$ cat config.mk
export PLATFORM = sky130hd
export DESIGN_NAME = ppaf_port
export DESIGN_NICKNAME = d
export VERILOG_FILES = /design/src/rtl/ppaf_pkg.sv /design/src/rtl/ppaf_port.sv
export SDC_FILE = /design/constraint.sdc
export NUM_CORES = 1
export LEC_CHECK = 0
export ABC_CLOCK_PERIOD_IN_PS = 2100
export BUFFER_PORTS_ARGS = -buffer_cell sky130_fd_sc_hd__buf_2
export CAP_MARGIN = 10
export CELL_PAD_IN_SITES_DETAIL_PLACEMENT = 1
export CELL_PAD_IN_SITES_GLOBAL_PLACEMENT = 2
export CORE_UTILIZATION = 28
export CTS_CLUSTER_DIAMETER = 200
export DETAILED_ROUTE_END_ITERATION = 10
export GPL_ROUTABILITY_DRIVEN = 1
export GPL_TIMING_DRIVEN = 0
export HOLD_SLACK_MARGIN = 0.02
export PLACE_DENSITY = 0.78
export SYNTH_ARGS = -nofsm -noshare
export SYNTH_HDL_FRONTEND = slang
export SYNTH_SLANG_ARGS = --single-unit
$ cat constraint.sdc
create_clock -name CLK_I -period 2.1 [get_ports CLK_I]
set_clock_uncertainty 0.2 [all_clocks]
set_input_delay 0.21 -clock CLK_I [delete_from_list [all_inputs] [get_ports CLK_I]]
set_output_delay 0.21 -clock CLK_I [all_outputs]
set_load 0.01 [all_outputs]
$ cat src/rtl/ppaf_pkg.sv
// Package for the port pin block: widths, reset values, build variants.
// Assumes nothing of its surroundings; used by ppaf_port and by the bench.
package ppaf_pkg;

  // ------------------------------------------------------------
  // Port widths and bit positions
  // ------------------------------------------------------------
  localparam int SEL_W = 4;
  localparam int IRQ_W = 7;
  localparam int IRQ_LSB = 9;
  localparam int TIN_W = 2;
  localparam int TIN_B_BIT = 0;
  localparam int TIN_A_BIT = 1;

  // ------------------------------------------------------------
  // Values after reset
  // ------------------------------------------------------------
  localparam logic [3:0] SEL_DIR_RST = 4'h0;
  localparam logic [3:0] SEL_OUT_RST = 4'hF;
  localparam logic [6:0] IRQ_DIR_RST = 7'h00;
  localparam logic [6:0] IRQ_OUT_RST = 7'h7F;
  localparam logic [3:0] SEL_N_RST = 4'hF;
  localparam logic [3:0] SEL_OE_RST = 4'h0;
  localparam logic [3:0] SEL_PIN_RST = 4'h0;
  localparam logic [6:0] IRQ_OE_RST = 7'h00;
  localparam logic [6:0] IRQ_PIN_RST = 7'h00;
  localparam logic [6:0] FAST_IRQ_RST = 7'h00;
  localparam logic [1:0] TIN_PIN_RST = 2'h0;
  localparam logic UPDOWN_RST = 1'h0;

  // ------------------------------------------------------------
  // Build variants
  // ------------------------------------------------------------
  typedef enum {PPAF_FULL, PPAF_MID, PPAF_MIN} ppaf_variant_t;

  // Number of select outputs per variant
  function automatic int sel_count(ppaf_variant_t v);
    case (v)
      PPAF_FULL: sel_count = 4;
      PPAF_MID: sel_count = 2;
      default: sel_count = 0;
    endcase
  endfunction

  // Number of fast interrupt inputs per variant
  function automatic int irq_count(ppaf_variant_t v);
    case (v)
      PPAF_FULL: irq_count = 7;
      default: irq_count = 4;
    endcase
  endfunction

endpackage

$ cat src/rtl/ppaf_port.sv
// Port pin logic for the select, interrupt and timer-input ports.
// Assumes CPU-side latches are written synchronously to CLK_I and that
// pad tristating is resolved outside from the output enables.
// Reduced builds keep the pins but mask the missing alternates.
//
// Overview of operation
// - Select port: four pins, per-pin direction
// - Input pins have output driver off unless a select alternate is on
// - Select pins carry active-low selects by variant
// - Interrupt port: seven pins, per-pin direction
// - Interrupt pins feed fast interrupts by variant
// - Timer-input port: two pins, input only
// - Pin 14 gives timer b direction
// - Pin 15 gives timer a direction
// - Timer direction routing is a build option
`timescale 1ns/1ps

module ppaf_port #(
  parameter ppaf_pkg::ppaf_variant_t VARIANT = ppaf_pkg::PPAF_FULL
) (
  // Clock and reset
  input wire logic CLK_I,
  input wire logic RST_I,
  // Select port latches from the CPU
  input wire logic [3:0] SEL_DIR_WDATA_I,
  input wire logic SEL_DIR_WE_I,
  input wire logic [3:0] SEL_OUT_WDATA_I,
  input wire logic SEL_OUT_WE_I,
  input wire logic [3:0] SEL_ALT_EN_I,
  input wire logic [3:0] SEL_N_I,
  // Select port pads
  input wire logic [3:0] SEL_PAD_I,
  output logic [3:0] SEL_PAD_O,
  output logic [3:0] SEL_PAD_OE_O,
  output logic [3:0] SEL_PIN_O,
  // Interrupt port latches from the CPU
  input wire logic [6:0] IRQ_DIR_WDATA_I,
  input wire logic IRQ_DIR_WE_I,
  input wire logic [6:0] IRQ_OUT_WDATA_I,
  input wire logic IRQ_OUT_WE_I,
  // Interrupt port pads, bits 9 to 15
  input wire logic [15:9] IRQ_PAD_I,
  output logic [15:9] IRQ_PAD_O,
  output logic [15:9] IRQ_PAD_OE_O,
  output logic [15:9] IRQ_PIN_O,
  output logic [7:1] FAST_IRQ_IN_O,
  // Timer-input port pads, bits 14 and 15
  input wire logic [15:14] TIN_PAD_I,
  output logic [15:14] TIN_PIN_O,
  output logic TIMER_B_UPDOWN_IN_O,
  output logic TIMER_A_UPDOWN_IN_O,
  // Latch readback
  output logic [3:0] SEL_DIR_O,
  output logic [6:0] IRQ_DIR_O
);

  // ------------------------------------------------------------
  // Variant masks
  // ------------------------------------------------------------
  localparam int NSEL = ppaf_pkg::sel_count(VARIANT);
  localparam int NIRQ = ppaf_pkg::irq_count(VARIANT);
  localparam bit TIMER_ROUTE = (VARIANT != ppaf_pkg::PPAF_MIN);

  logic [3:0] sel_mask;
  logic [6:0] irq_mask;

  // Only built-in select and interrupt channels may act
  // Masks are constants, so unused channels cost no logic
  genvar g;
  generate
    for (g = 0; g < ppaf_pkg::SEL_W; g++)
    begin : g_selm
      assign sel_mask[g] = (g < NSEL);
    end
    for (g = 0; g < ppaf_pkg::IRQ_W; g++)
    begin : g_irqm
      assign irq_mask[g] = (g < NIRQ);
    end
  endgenerate

  // ------------------------------------------------------------
  // Direction and output latches
  // ------------------------------------------------------------
  logic [3:0] sel_dir, next_sel_dir, sel_out, next_sel_out;
  logic [6:0] irq_dir, next_irq_dir, irq_out, next_irq_out;

  // Software writes; one direction bit per pin
  always_comb
  begin
    next_sel_dir = SEL_DIR_WE_I ? SEL_DIR_WDATA_I : sel_dir;
    next_sel_out = SEL_OUT_WE_I ? SEL_OUT_WDATA_I : sel_out;
    next_irq_dir = IRQ_DIR_WE_I ? IRQ_DIR_WDATA_I : irq_dir;
    next_irq_out = IRQ_OUT_WE_I ? IRQ_OUT_WDATA_I : irq_out;
  end

  always_ff @(posedge CLK_I or posedge RST_I)
  begin
    if (RST_I)
    begin
      sel_dir <= ppaf_pkg::SEL_DIR_RST;
      sel_out <= ppaf_pkg::SEL_OUT_RST;
      irq_dir <= ppaf_pkg::IRQ_DIR_RST;
      irq_out <= ppaf_pkg::IRQ_OUT_RST;
    end
    else
    begin
      sel_dir <= next_sel_dir;
      sel_out <= next_sel_out;
      irq_dir <= next_irq_dir;
      irq_out <= next_irq_out;
    end
  end

  // ------------------------------------------------------------
  // Select port pad drive and readback
  // ------------------------------------------------------------
  logic [3:0] next_sel_pad, next_sel_oe, next_sel_pin;

  // Select overrides latch; an alternate select forces the driver on.
  // Software may leave the direction bit at input: the select still
  // reaches the board, so a memory is never left without its enable.
  always_comb
  begin
    next_sel_pad = sel_out;
    next_sel_oe = sel_dir;
    for (int i = 0; i < ppaf_pkg::SEL_W; i++)
    begin
      if (SEL_ALT_EN_I[i] && sel_mask[i])
      begin
        next_sel_pad[i] = SEL_N_I[i];
        next_sel_oe[i] = 1'b1;
      end
    end
    // Pad level read back whatever the direction
    next_sel_pin = SEL_PAD_I;
  end

  // Registered drive; costs one cycle but the pad never sees a decode glitch
  always_ff @(posedge CLK_I or posedge RST_I)
  begin
    if (RST_I)
    begin
      SEL_PAD_O <= ppaf_pkg::SEL_OUT_RST;
      SEL_PAD_OE_O <= ppaf_pkg::SEL_OE_RST; // Driver off: pins start as inputs
      SEL_PIN_O <= ppaf_pkg::SEL_PIN_RST;
      SEL_DIR_O <= ppaf_pkg::SEL_DIR_RST;
    end
    else
    begin
      SEL_PAD_O <= next_sel_pad;
      SEL_PAD_OE_O <= next_sel_oe;
      SEL_PIN_O <= next_sel_pin;
      SEL_DIR_O <= next_sel_dir; // Readback in step with the latch
    end
  end

  // ------------------------------------------------------------
  // Interrupt port pad drive and fast inputs
  // ------------------------------------------------------------
  logic [6:0] next_irq_pad, next_irq_oe, next_irq_pin, next_fast_irq;

  // Interrupt pads have no alternate output; the latches drive them.
  // Fast inputs read the pin level whatever the direction, so software
  // can raise its own interrupt by driving an output pin.
  always_comb
  begin
    next_irq_pad = irq_out;
    next_irq_oe = irq_dir;
    next_irq_pin = IRQ_PAD_I;
    next_fast_irq = IRQ_PAD_I & irq_mask;
  end

  // Registered; the interrupt controller sees each level one cycle late
  always_ff @(posedge CLK_I or posedge RST_I)
  begin
    if (RST_I)
    begin
      IRQ_PAD_O <= ppaf_pkg::IRQ_OUT_RST;
      IRQ_PAD_OE_O <= ppaf_pkg::IRQ_OE_RST;
      IRQ_PIN_O <= ppaf_pkg::IRQ_PIN_RST;
      FAST_IRQ_IN_O <= ppaf_pkg::FAST_IRQ_RST;
      IRQ_DIR_O <= ppaf_pkg::IRQ_DIR_RST;
    end
    else
    begin
      IRQ_PAD_O <= next_irq_pad;
      IRQ_PAD_OE_O <= next_irq_oe;
      IRQ_PIN_O <= next_irq_pin;
      FAST_IRQ_IN_O <= next_fast_irq;
      IRQ_DIR_O <= next_irq_dir;
    end
  end

  // ------------------------------------------------------------
  // Timer-input port and count-direction routing
  // ------------------------------------------------------------
  logic [1:0] next_tin;
  logic next_tb, next_ta;

  // Input only: no driver and no direction bit exist for these pins.
  // The minimum build holds the direction inputs at zero (count up) rather
  // than leave the timers reading a pin that software may reuse.
  always_comb
  begin
    next_tin = TIN_PAD_I;
    next_tb = TIMER_ROUTE ? next_tin[ppaf_pkg::TIN_B_BIT] : 1'b0;
    next_ta = TIMER_ROUTE ? next_tin[ppaf_pkg::TIN_A_BIT] : 1'b0;
  end

  // Registered like the other ports, so both timers see one latency
  always_ff @(posedge CLK_I or posedge RST_I)
  begin
    if (RST_I)
    begin
      TIN_PIN_O <= ppaf_pkg::TIN_PIN_RST;
      TIMER_B_UPDOWN_IN_O <= ppaf_pkg::UPDOWN_RST;
      TIMER_A_UPDOWN_IN_O <= ppaf_pkg::UPDOWN_RST;
    end
    else
    begin
      TIN_PIN_O <= next_tin;
      TIMER_B_UPDOWN_IN_O <= next_tb;
      TIMER_A_UPDOWN_IN_O <= next_ta;
    end
  end

endmodule

==> metrics.cfg, run 1 <==
[run_status]
outcome = complete, but fails checks
violations = design-rule violations

[logic_synthesis]
synthMuxAreaShare = 0.1800
synth_top_cell_by_area = dfrtp_1
synth-xor-area-share = 0
synth_top_family_by_area = multiplexers
synth_nets = 148
ys_seq_elements = 57
yosys.area.top_type_share = 0.4566
synth-seq-area-share = 0.7580
synth_cell_types = 8
avgSynthCellArea_um2 = 19.37
synth-compound-area-share = 0
netlist_area_um2 = 1918
synth_area_leaders = dfrtp_1 46%, dfstp_2 30%, mux2_4 11%
synth_cells = 99
ys_warn_count = 0
synthAdderAreaFrac = 0
yosys.area_share.simple = 0.01305

[route]
drt_first_pass_iters = 8
drc = 14
vias_per_cell = 4.087
wl_per_cell_um = 14.93
ant_nets = 0
vias = 1463
routed_wirelength_mm = 5.345
drtIter0Drc = 80

[floorplanning]
die_w_um = 84.77
ios = 104
rows = 29
die_area_um2 = 7185
start_util = 0.2953
core_area_um2 = 6495
die_h_um = 84.77

[clock_network]
clockBufferDepth = 2
cts_resized = 0
clkSinkCount = 57
htreeDepth = 3
cts-buffers-inserted = 9
cts_tree = done
clock-root-buffer = clkbuf_8
clk_transition_reported_paths_ps = 70
insertion_delay_ps = 320

[global_route]
track_usage = 0.1654
grt_max_degree = 38
grt_pass1_wl_mm = 8.838
grt_pass1_vias = 1762
grt-ovfl-total = 0
antenna_found_initial = 0

[pwr]
power.internal_mw = 1.948
ir_drop_uv = 322.7
swShare = 0.2456
power_leakage_nw = 1.627
p_switching_mw = 0.6345
power_density_nw_per_um2 = 770.3
combinationalPowerShare = 0.168
seq_power_share = 0.491
p_clk_frac = 0.341
power_mw = 2.583

[timing]
fmax_mhz = 582.6
tightest_slew_ps = 472.6
hold_viol_final = 0
setup_violations = 0
slew_headroom = 0.6845
rsz0062_at_grt = no
whs_ps = 161.2
period_share = 0.8174
timing.final.max_slew_violations = 0
fin_crit_ps = 1716
setup_ws_ps = 383.5

[placed_design]
dp_hpwl_mm = 3.183
numPlacedInstances = 278
place_ws_ps = 1010
port_buffers = 101
routabilityCongestion = 0.6612

[worst_setup_path]
arrival_ps = 1720
crit_fanout = 1
worstSetupPathType = input port to register
worstPathRequired_ps = 2100
start_kind = input port
cp-end-kind = register

[layout]
layout.nets = 325
stdcell_count = 358
nFillCells = 680
drive_gt1_frac = 0.6441
area_growth_pct = 74.82
seq_area_um2 = 1454
n_antenna_cell = 0
multiInputGateArea_um2 = 370.4

[job]
maxCapViolations = 0

[hold_path]
worstHoldPathType = register to register

## synthesized netlist by cell type (all sizes together)
cell,number
mux2,26
dfstp,22
inv,1
or2,4
buf,11
dfrtp,35
## kinds of logic after synthesis
family / after synthesis
simple gates: 4
buf+inv: 12
mux: 26
flops: 57
## repair_timing
item                      CTS  global route
buffers inserted            0             0
hold endpoints to repair   50             1
hold buffers               63             1
## state kept, by name, summed over array words and instances (netlist names)
register             flops
SEL_DIR_O                4
IRQ_DIR_O                7
IRQ_PAD_OE_O             7
irq_out                  7
SEL_PIN_O                4
SEL_PAD_O                4
TIN_PIN_O                1
TIMER_A_UPDOWN_IN_O      1
sel_out                  4
IRQ_PAD_O                7
SEL_PAD_OE_O             4
FAST_IRQ_IN_O            7
## layer usage
layer | part of all wire | wire length (µm) | global-route usage | vias up
li1 | - | - | - | 672
met1 | 0.39 | 2060 | 0.1824 | 721
met2 | 0.53 | 2854 | 0.2912 | 66
met3 | 0.074 | 395 | 0.05310 | 4
met4 | 0.0065 | 35 | 0.07396 | 0
met5 | 0 | 0 | 0 | -
## power by group through the flow
stage | logic (mW) | clock network (mW) | registers, mW
2_1_floorplan | 0.116 | 0 | 1.32
3_3_place_gp | 0.300 | 0 | 1.28
3_5_place_dp | 0.311 | 0 | 1.29
4_1_cts | 0.428 | 0.920 | 1.27
5_1_grt | 0.469 | 0.973 | 1.28
6_report | 0.434 | 0.880 | 1.27
## layout by cell type (no fill, tap or decap), types with 2 or more instances in the layout
master,count
buf_2,101
dlygate4sd3_1,64
dfrtp_1,35
dfstp_2,22
mux2_4,14
mux2_2,12
clkbuf_8,10
buf_4,9
or2_2,4
clkinv_2,3
buf_6,2
## area by class of cell
| cell class | count | share of cell area |
|---|---|---|
| Inverter | 1 | 0.001119 |
| Multi-Input combinational cell | 30 | 0.1104 |
| Buffer | 11 | 0.02687 |
| Timing Repair Buffer | 166 | 0.3478 |
| Clock buffer | 11 | 0.04216 |
| Sequential cell | 57 | 0.4336 |
| Clock inverter | 5 | 0.009328 |
| Tap cell | 77 | 0.02873 |
## path summary, 6_finish.rpt
check / slack (ps) / endpoint / cells after the start / start
worst max-delay path: 380 / SEL_DIR_O[2] / 4 / SEL_DIR_WDATA_I[2]
worst min-delay path: 160 / IRQ_PAD_O[9] / 0 / irq_out[0]
worst max register to register: 560 / IRQ_DIR_O[3] / 2 / IRQ_DIR_O[3]
worst min register to register: 160 / IRQ_PAD_O[9] / 0 / irq_out[0]
max in group asynchronous: 810 / sel_out[0] / 4 / RST_I
min in group asynchronous: 270 / FAST_IRQ_IN_O[1] / 3 / RST_I
## critical path, stage by stage
cell and delay, ps:
dlygate4sd3_1 550, buf_2 140, mux2_2 250, dlygate4sd3_1 570
## through the flow
step / TNS, ps / instance area [µm²] / util
floorplan: 0 / 1918 / -
global placement: -14500 / 2520 / 0.3880
detailed placement: 0 / 2540 / 0.3911
CTS: 0 / 3343 / 0.5147
global route: 0 / 3353 / 0.5163
finish: 0 / 3353 / 0.5163
Note: power is estimated with default switching activity, not from simulation.
==> inputs of run 2 (changes only) <==
--- a/config.mk
+++ b/config.mk
@@ -5,7 +5,7 @@
 export SDC_FILE = /design/constraint.sdc
 export NUM_CORES = 1
 export LEC_CHECK = 0
-export ABC_CLOCK_PERIOD_IN_PS = 2100
+export ABC_CLOCK_PERIOD_IN_PS = 1800
 export BUFFER_PORTS_ARGS = -buffer_cell sky130_fd_sc_hd__buf_2
 export CAP_MARGIN = 10
 export CELL_PAD_IN_SITES_DETAIL_PLACEMENT = 1
==> constraint.sdc (replaced) <==
create_clock -name CLK_I -period 1.8 [get_ports CLK_I]
set_clock_uncertainty 0.2 [all_clocks]
set_input_delay 0.18 -clock CLK_I [delete_from_list [all_inputs] [get_ports CLK_I]]
set_output_delay 0.18 -clock CLK_I [all_outputs]
set_load 0.01 [all_outputs]
==> run 2 against run 1 <==
Effect of this change:
- critical path depth unchanged
- worst setup slack got worse by 250 ps
- the run still ends with design-rule violations left
- global-route usage is essentially flat
- critical endpoint unchanged
- sequential share of layout area fell by 0.38 points
- design area is 0.90% higher
- register-to-register slack got worse by 300 ps
- flip-flop and latch count did not move
- non-clock buffer count is 3 higher
- highest routed layer unchanged
- first-iteration DRC count increased by 8.8%
==> metrics.cfg, run 2 (synthesized netlist as in run 1, its figures left out) <==
[run_status]
outcome = complete, but fails checks
violations = design-rule violations

[global_route]
grt_pass1_wl_mm = 8.880
antenna_found_initial = 0
grt_pass1_vias = 1769
track_usage = 0.1657
grt-ovfl-total = 0
grt_max_degree = 38

[job]
maxCapViolations = 0

[clock_network]
clkSinkCount = 57
cts-buffers-inserted = 9
clockBufferDepth = 2
cts_tree = done
insertion_delay_ps = 320
clock-root-buffer = clkbuf_8
clk_transition_reported_paths_ps = 70
htreeDepth = 3
cts_setup_buffers = 0

[layout]
layout.nets = 328
layout_commonest_cell = buf_2
n_antenna_cell = 0
final_cell_mix = 101 x buf_2, 67 x dlygate4sd3_1, 35 x dfrtp_1
nFillCells = 671
area_growth_pct = 76.39
drive_gt1_frac = 0.6373

[timing]
whs_ps = 160.2
hold_viol_final = 0
setup_violations = 0
slew_headroom = 0.6881
rsz0062_at_grt = no
fmax_mhz = 600.5
tightest_slew_ps = 467.1
period_share = 0.9251
timing.final.max_slew_violations = 0
fin_crit_ps = 1665
setup_ws_ps = 134.8

[worst_setup_path]
cp-end-kind = register
slowest_delay_ps = 570
slowest_stage = dlygate4sd3_1
start_kind = input port
reg2reg_to = IRQ_DIR_O[3]
arrival_ps = 1670
worstPathRequired_ps = 1800
reg2reg_slack_ps = 260
crit_path_frequent_cell = dlygate4sd3_1
regToRegStartpoint = IRQ_DIR_O[3]
reg2reg_depth = 2
crit_fanout = 1
worstSetupPathType = input port to register
crit_chain = dlygate4sd3_1, buf_2, mux2_2, dlygate4sd3_1

[pwr]
power_density_nw_per_um2 = 893.4
power_mw = 3.022
ir_drop_uv = 374.9
power_leakage_nw = 1.640

[floorplanning]
ios = 104
core_area_um2 = 6495
rows = 29
die_h_um = 84.77
die_area_um2 = 7185
die_w_um = 84.77
start_util = 0.2953

[placed_design]
port_buffers = 101
routabilityCongestion = 0.6612
place_ws_ps = 739.6
dp_hpwl_mm = 3.183

[route]
drtIter0Drc = 87
wl_per_cell_um = 14.83
vias = 1473
routed_wirelength_mm = 5.352
drc = 14
vias_per_cell = 4.080
ant_nets = 0
drt_first_pass_iters = 7

[hold_path]
min_to = IRQ_PAD_O[9]
worst_hold_path.num_cells = 0
hp-start = irq_out[0]
worstHoldPathType = register to register

==> run 2: changes by cell type in the layout (fill, tap and decap cells not counted) <==
cell,delta
dlygate4sd3_1,+3
==> run 2: worst max-delay path by stage <==
stage	startpoint	end	depth (start not counted)
floorplan	RST_I	FAST_IRQ_IN_O[1]	1
global placement	RST_I	IRQ_DIR_O[1]	2
detailed placement	RST_I	sel_out[0]	3
CTS	IRQ_DIR_WDATA_I[5]	IRQ_DIR_O[5]	4
global route	SEL_ALT_EN_I[2]	SEL_PAD_O[2]	4
finish	SEL_DIR_WDATA_I[2]	SEL_DIR_O[2]	4
==> run 2: routing by layer <==
layer	global-route usage	share of wire	wire, µm
met5	0	0	0
met4	0.07396	0.012	64
met3	0.04621	0.068	365
met2	0.2927	0.53	2820
met1	0.1865	0.39	2102
==> run 2: cell type report <==
type                       instances  area (µm²)  share of cell area
sequential                        57        1454              0.4297
timing repair buffer             169        1196              0.3536
multi-input combinational         30       370.4              0.1095
clock buffer                      11       141.4             0.04179
tap                               77       96.34             0.02848
buffer                            11       90.09             0.02663
clock inverter                     5       31.28            0.009246
inverter                           1       3.754            0.001109
==> run 2: per-stage QoR <==
stage	instances	cell area, µm²	util	TNS [ps]
final	361	3383	0.5209	0
after global routing	361	3383	0.5209	0
after CTS	361	3383	0.5209	0
after detailed placement	278	2540	0.3911	0
after global placement	277	2520	0.3880	-27960
after floorplan	99	1918	-	0
==> run 2: what timing repair did <==
| item | in CTS | in global routing |
|---|---|---|
| resized for setup | 0 | 0 |
| hold buffers | 67 | 0 |
| endpoints found under the setup margin | 0 | 0 |
| endpoints found under the hold margin | 63 | 0 |
==> run 2: power by group <==
part	internal [mW]	total [mW]	switching [mW]	leakage (nW)
sequential	1.43	1.48	0.0504	0.635
clock	0.532	1.03	0.495	0.0891
combinational	0.322	0.516	0.195	0.917
total	2.28	3.02	0.740	1.64
==> run 2: worst max-delay path, delay by kind of cell <==
| family | cells | cell delay, ps |
|---|---|---|
| buffers and inverters | 3 | 1240 |
| multiplexers | 1 | 250 |
==> inputs of run 3 (changes only) <==
--- a/config.mk
+++ b/config.mk
@@ -10,13 +10,14 @@
 export CAP_MARGIN = 10
 export CELL_PAD_IN_SITES_DETAIL_PLACEMENT = 1
 export CELL_PAD_IN_SITES_GLOBAL_PLACEMENT = 2
-export CORE_UTILIZATION = 28
+export CORE_UTILIZATION = 30
+export CTS_BUF_LIST = sky130_fd_sc_hd__clkbuf_8
 export CTS_CLUSTER_DIAMETER = 200
 export DETAILED_ROUTE_END_ITERATION = 10
 export GPL_ROUTABILITY_DRIVEN = 1
 export GPL_TIMING_DRIVEN = 0
 export HOLD_SLACK_MARGIN = 0.02
-export PLACE_DENSITY = 0.78
+export PLACE_DENSITY = 0.83
 export SYNTH_ARGS = -nofsm -noshare
 export SYNTH_HDL_FRONTEND = slang
 export SYNTH_SLANG_ARGS = --single-unit
==> run 3 against run 2 <==
Effect of this change:
- the flow now finishes without violations
- flip-flop and latch count unchanged
- power increased by 12%
- utilization increased by 4.5 points
- register-to-register slack got worse by 40 ps
- die area decreased by 6.5%
- combinational power about the same
- global-route usage increased by 1.7 points
- largest cell class unchanged
==> metrics.cfg, run 3 (synthesized netlist as in run 1, its figures left out) <==
[worst_setup_path]
start_kind = input port
crit_fanout = 1
slowest_delay_ps = 570
crit_chain = dlygate4sd3_1, buf_2, mux2_2, dlygate4sd3_1
worstSetupPathType = input port to register
worstPathRequired_ps = 1800
critical-path-top-delay-family = buffers and inverters
crit_path_frequent_cell = dlygate4sd3_1
critPathBufInv = 3
regToRegStartpoint = IRQ_DIR_O[5]
slowest_stage = dlygate4sd3_1
cp-end-kind = register
arrival_ps = 1680
critPathLaunch = SEL_DIR_WDATA_I[1]

[route]
vias_per_cell = 4.120
vias = 1471
ant_nets = 0
routed_wirelength_mm = 5.561
drc = 0
drtIter0Drc = 49
drt_first_pass_iters = 4
wl_per_cell_um = 15.58

[run_status]
outcome = completed

[layout]
area_growth_pct = 78.67
fin_util = 0.5654
final_cell_mix = 101 x buf_2, 65 x dlygate4sd3_1, 35 x dfrtp_1
layout_commonest_cell = buf_2
n_antenna_cell = 0
drive_gt1_frac = 0.6454
layout.nets = 326

[floorplanning]
rows = 28
start_util = 0.3165
die_h_um = 81.96
ios = 104
die_area_um2 = 6717
die_w_um = 81.96
core_area_um2 = 6061

[pwr]
power_mw = 3.394
p_switching_mw = 0.7557
power.internal_mw = 2.639
swShare = 0.2226
seq_power_share = 0.437
ir_drop_uv = 636.3
power_leakage_nw = 1.665
power_density_nw_per_um2 = 990.5
p_clk_frac = 0.412
combinationalPowerShare = 0.151

[timing]
rsz0062_at_grt = no
fin_crit_ps = 1680
timing.final.max_slew_violations = 0
tns_ps = 0
hold_viol_final = 0
slew_headroom = 0.7144
setup_violations = 0
fmax_mhz = 595.3
tightest_slew_ps = 427.7
period_share = 0.9333

[global_route]
grt_pass1_wl_mm = 8.404
grt_pass1_vias = 1709
grt_max_degree = 40
grt-ovfl-total = 0
track_usage = 0.1830
antenna_found_initial = 0

[clock_network]
htreeDepth = 3
cts_setup_buffers = 0
clk_transition_reported_paths_ps = 60
cts-buffers-inserted = 9
clkSinkCount = 57
cts_resized = 0
clockBufferDepth = 2
insertion_delay_ps = 320
cts_hold_buffers = 65
clock-root-buffer = clkbuf_8
cts_tree = done

[placed_design]
dp_hpwl_mm = 3.356
routabilityCongestion = 0.6672
port_buffers = 101

[hold_path]
hp-start = SEL_OUT_WE_I
worstHoldPathType = input port to register

[job]
maxCapViolations = 0

-- run 3: changes by cell type in the layout (fill, tap and decap cells not counted), sizes merged --
| cell | delta |
|---|---|
| clkinvlp | -1 |
| clkinv | -2 |
| clkbuf | +1 |
| bufinv | +2 |
| dlygate4sd3 | -2 |
-- run 3: worst paths after layout --
path,to,slack (ps),cells past startpoint
max,SEL_DIR_O[1],120,4
min,sel_out[0],30,2
max reg2reg,IRQ_DIR_O[5],220,2
min reg2reg,IRQ_PAD_O[10],160,0
max in group asynchronous,irq_out[2],560,4
min in group asynchronous,FAST_IRQ_IN_O[3],220,3
-- run 3: layer usage --
| layer | part of all wire | wire length (µm) | track usage | vias to the layer above |
|---|---|---|---|---|
| met5 | 0 | 0 | 0 | - |
| met4 | 0.021 | 119 | 0.09298 | 0 |
| met3 | 0.034 | 187 | 0.03778 | 10 |
| met2 | 0.61 | 3380 | 0.3653 | 51 |
| met1 | 0.34 | 1874 | 0.1711 | 735 |
| li1 | - | - | - | 675 |
-- run 3: power groups by stage --
stage          combinational (mW)  sequential [mW]  clock, mW
2_1_floorplan               0.136             1.54          0
3_3_place_gp                0.352             1.49          0
3_5_place_dp                0.367             1.50          0
4_1_cts                     0.508             1.48       1.43
5_1_grt                     0.553             1.50       1.50
6_report                    0.513             1.48       1.40
-- run 3: per-stage QoR --
stage | setup WS (ps) | cell area [µm²] | hold slack, ps | std cells
after floorplan | 56.77 | 1918 | 11.43 | 99
after global routing | 107.3 | 3427 | 31.18 | 357
final | 120.1 | 3427 | 29.65 | 357
after CTS | 168.1 | 3427 | 21.79 | 357
after detailed placement | 762.1 | 2537 | 6.902 | 276
after global placement | -638.5 | 2517 | 88.42 | 275
-- run 3: layout make-up --
class,instances,area (µm²)
Buffer,11,90.09
Clock buffer,12,165.2
Clock inverter,4,73.82
Fill cell,639,2634
Inverter,1,3.754
Multi-Input combinational cell,30,370.4
Sequential cell,57,1454
Tap cell,75,93.84
Timing Repair Buffer,167,1176
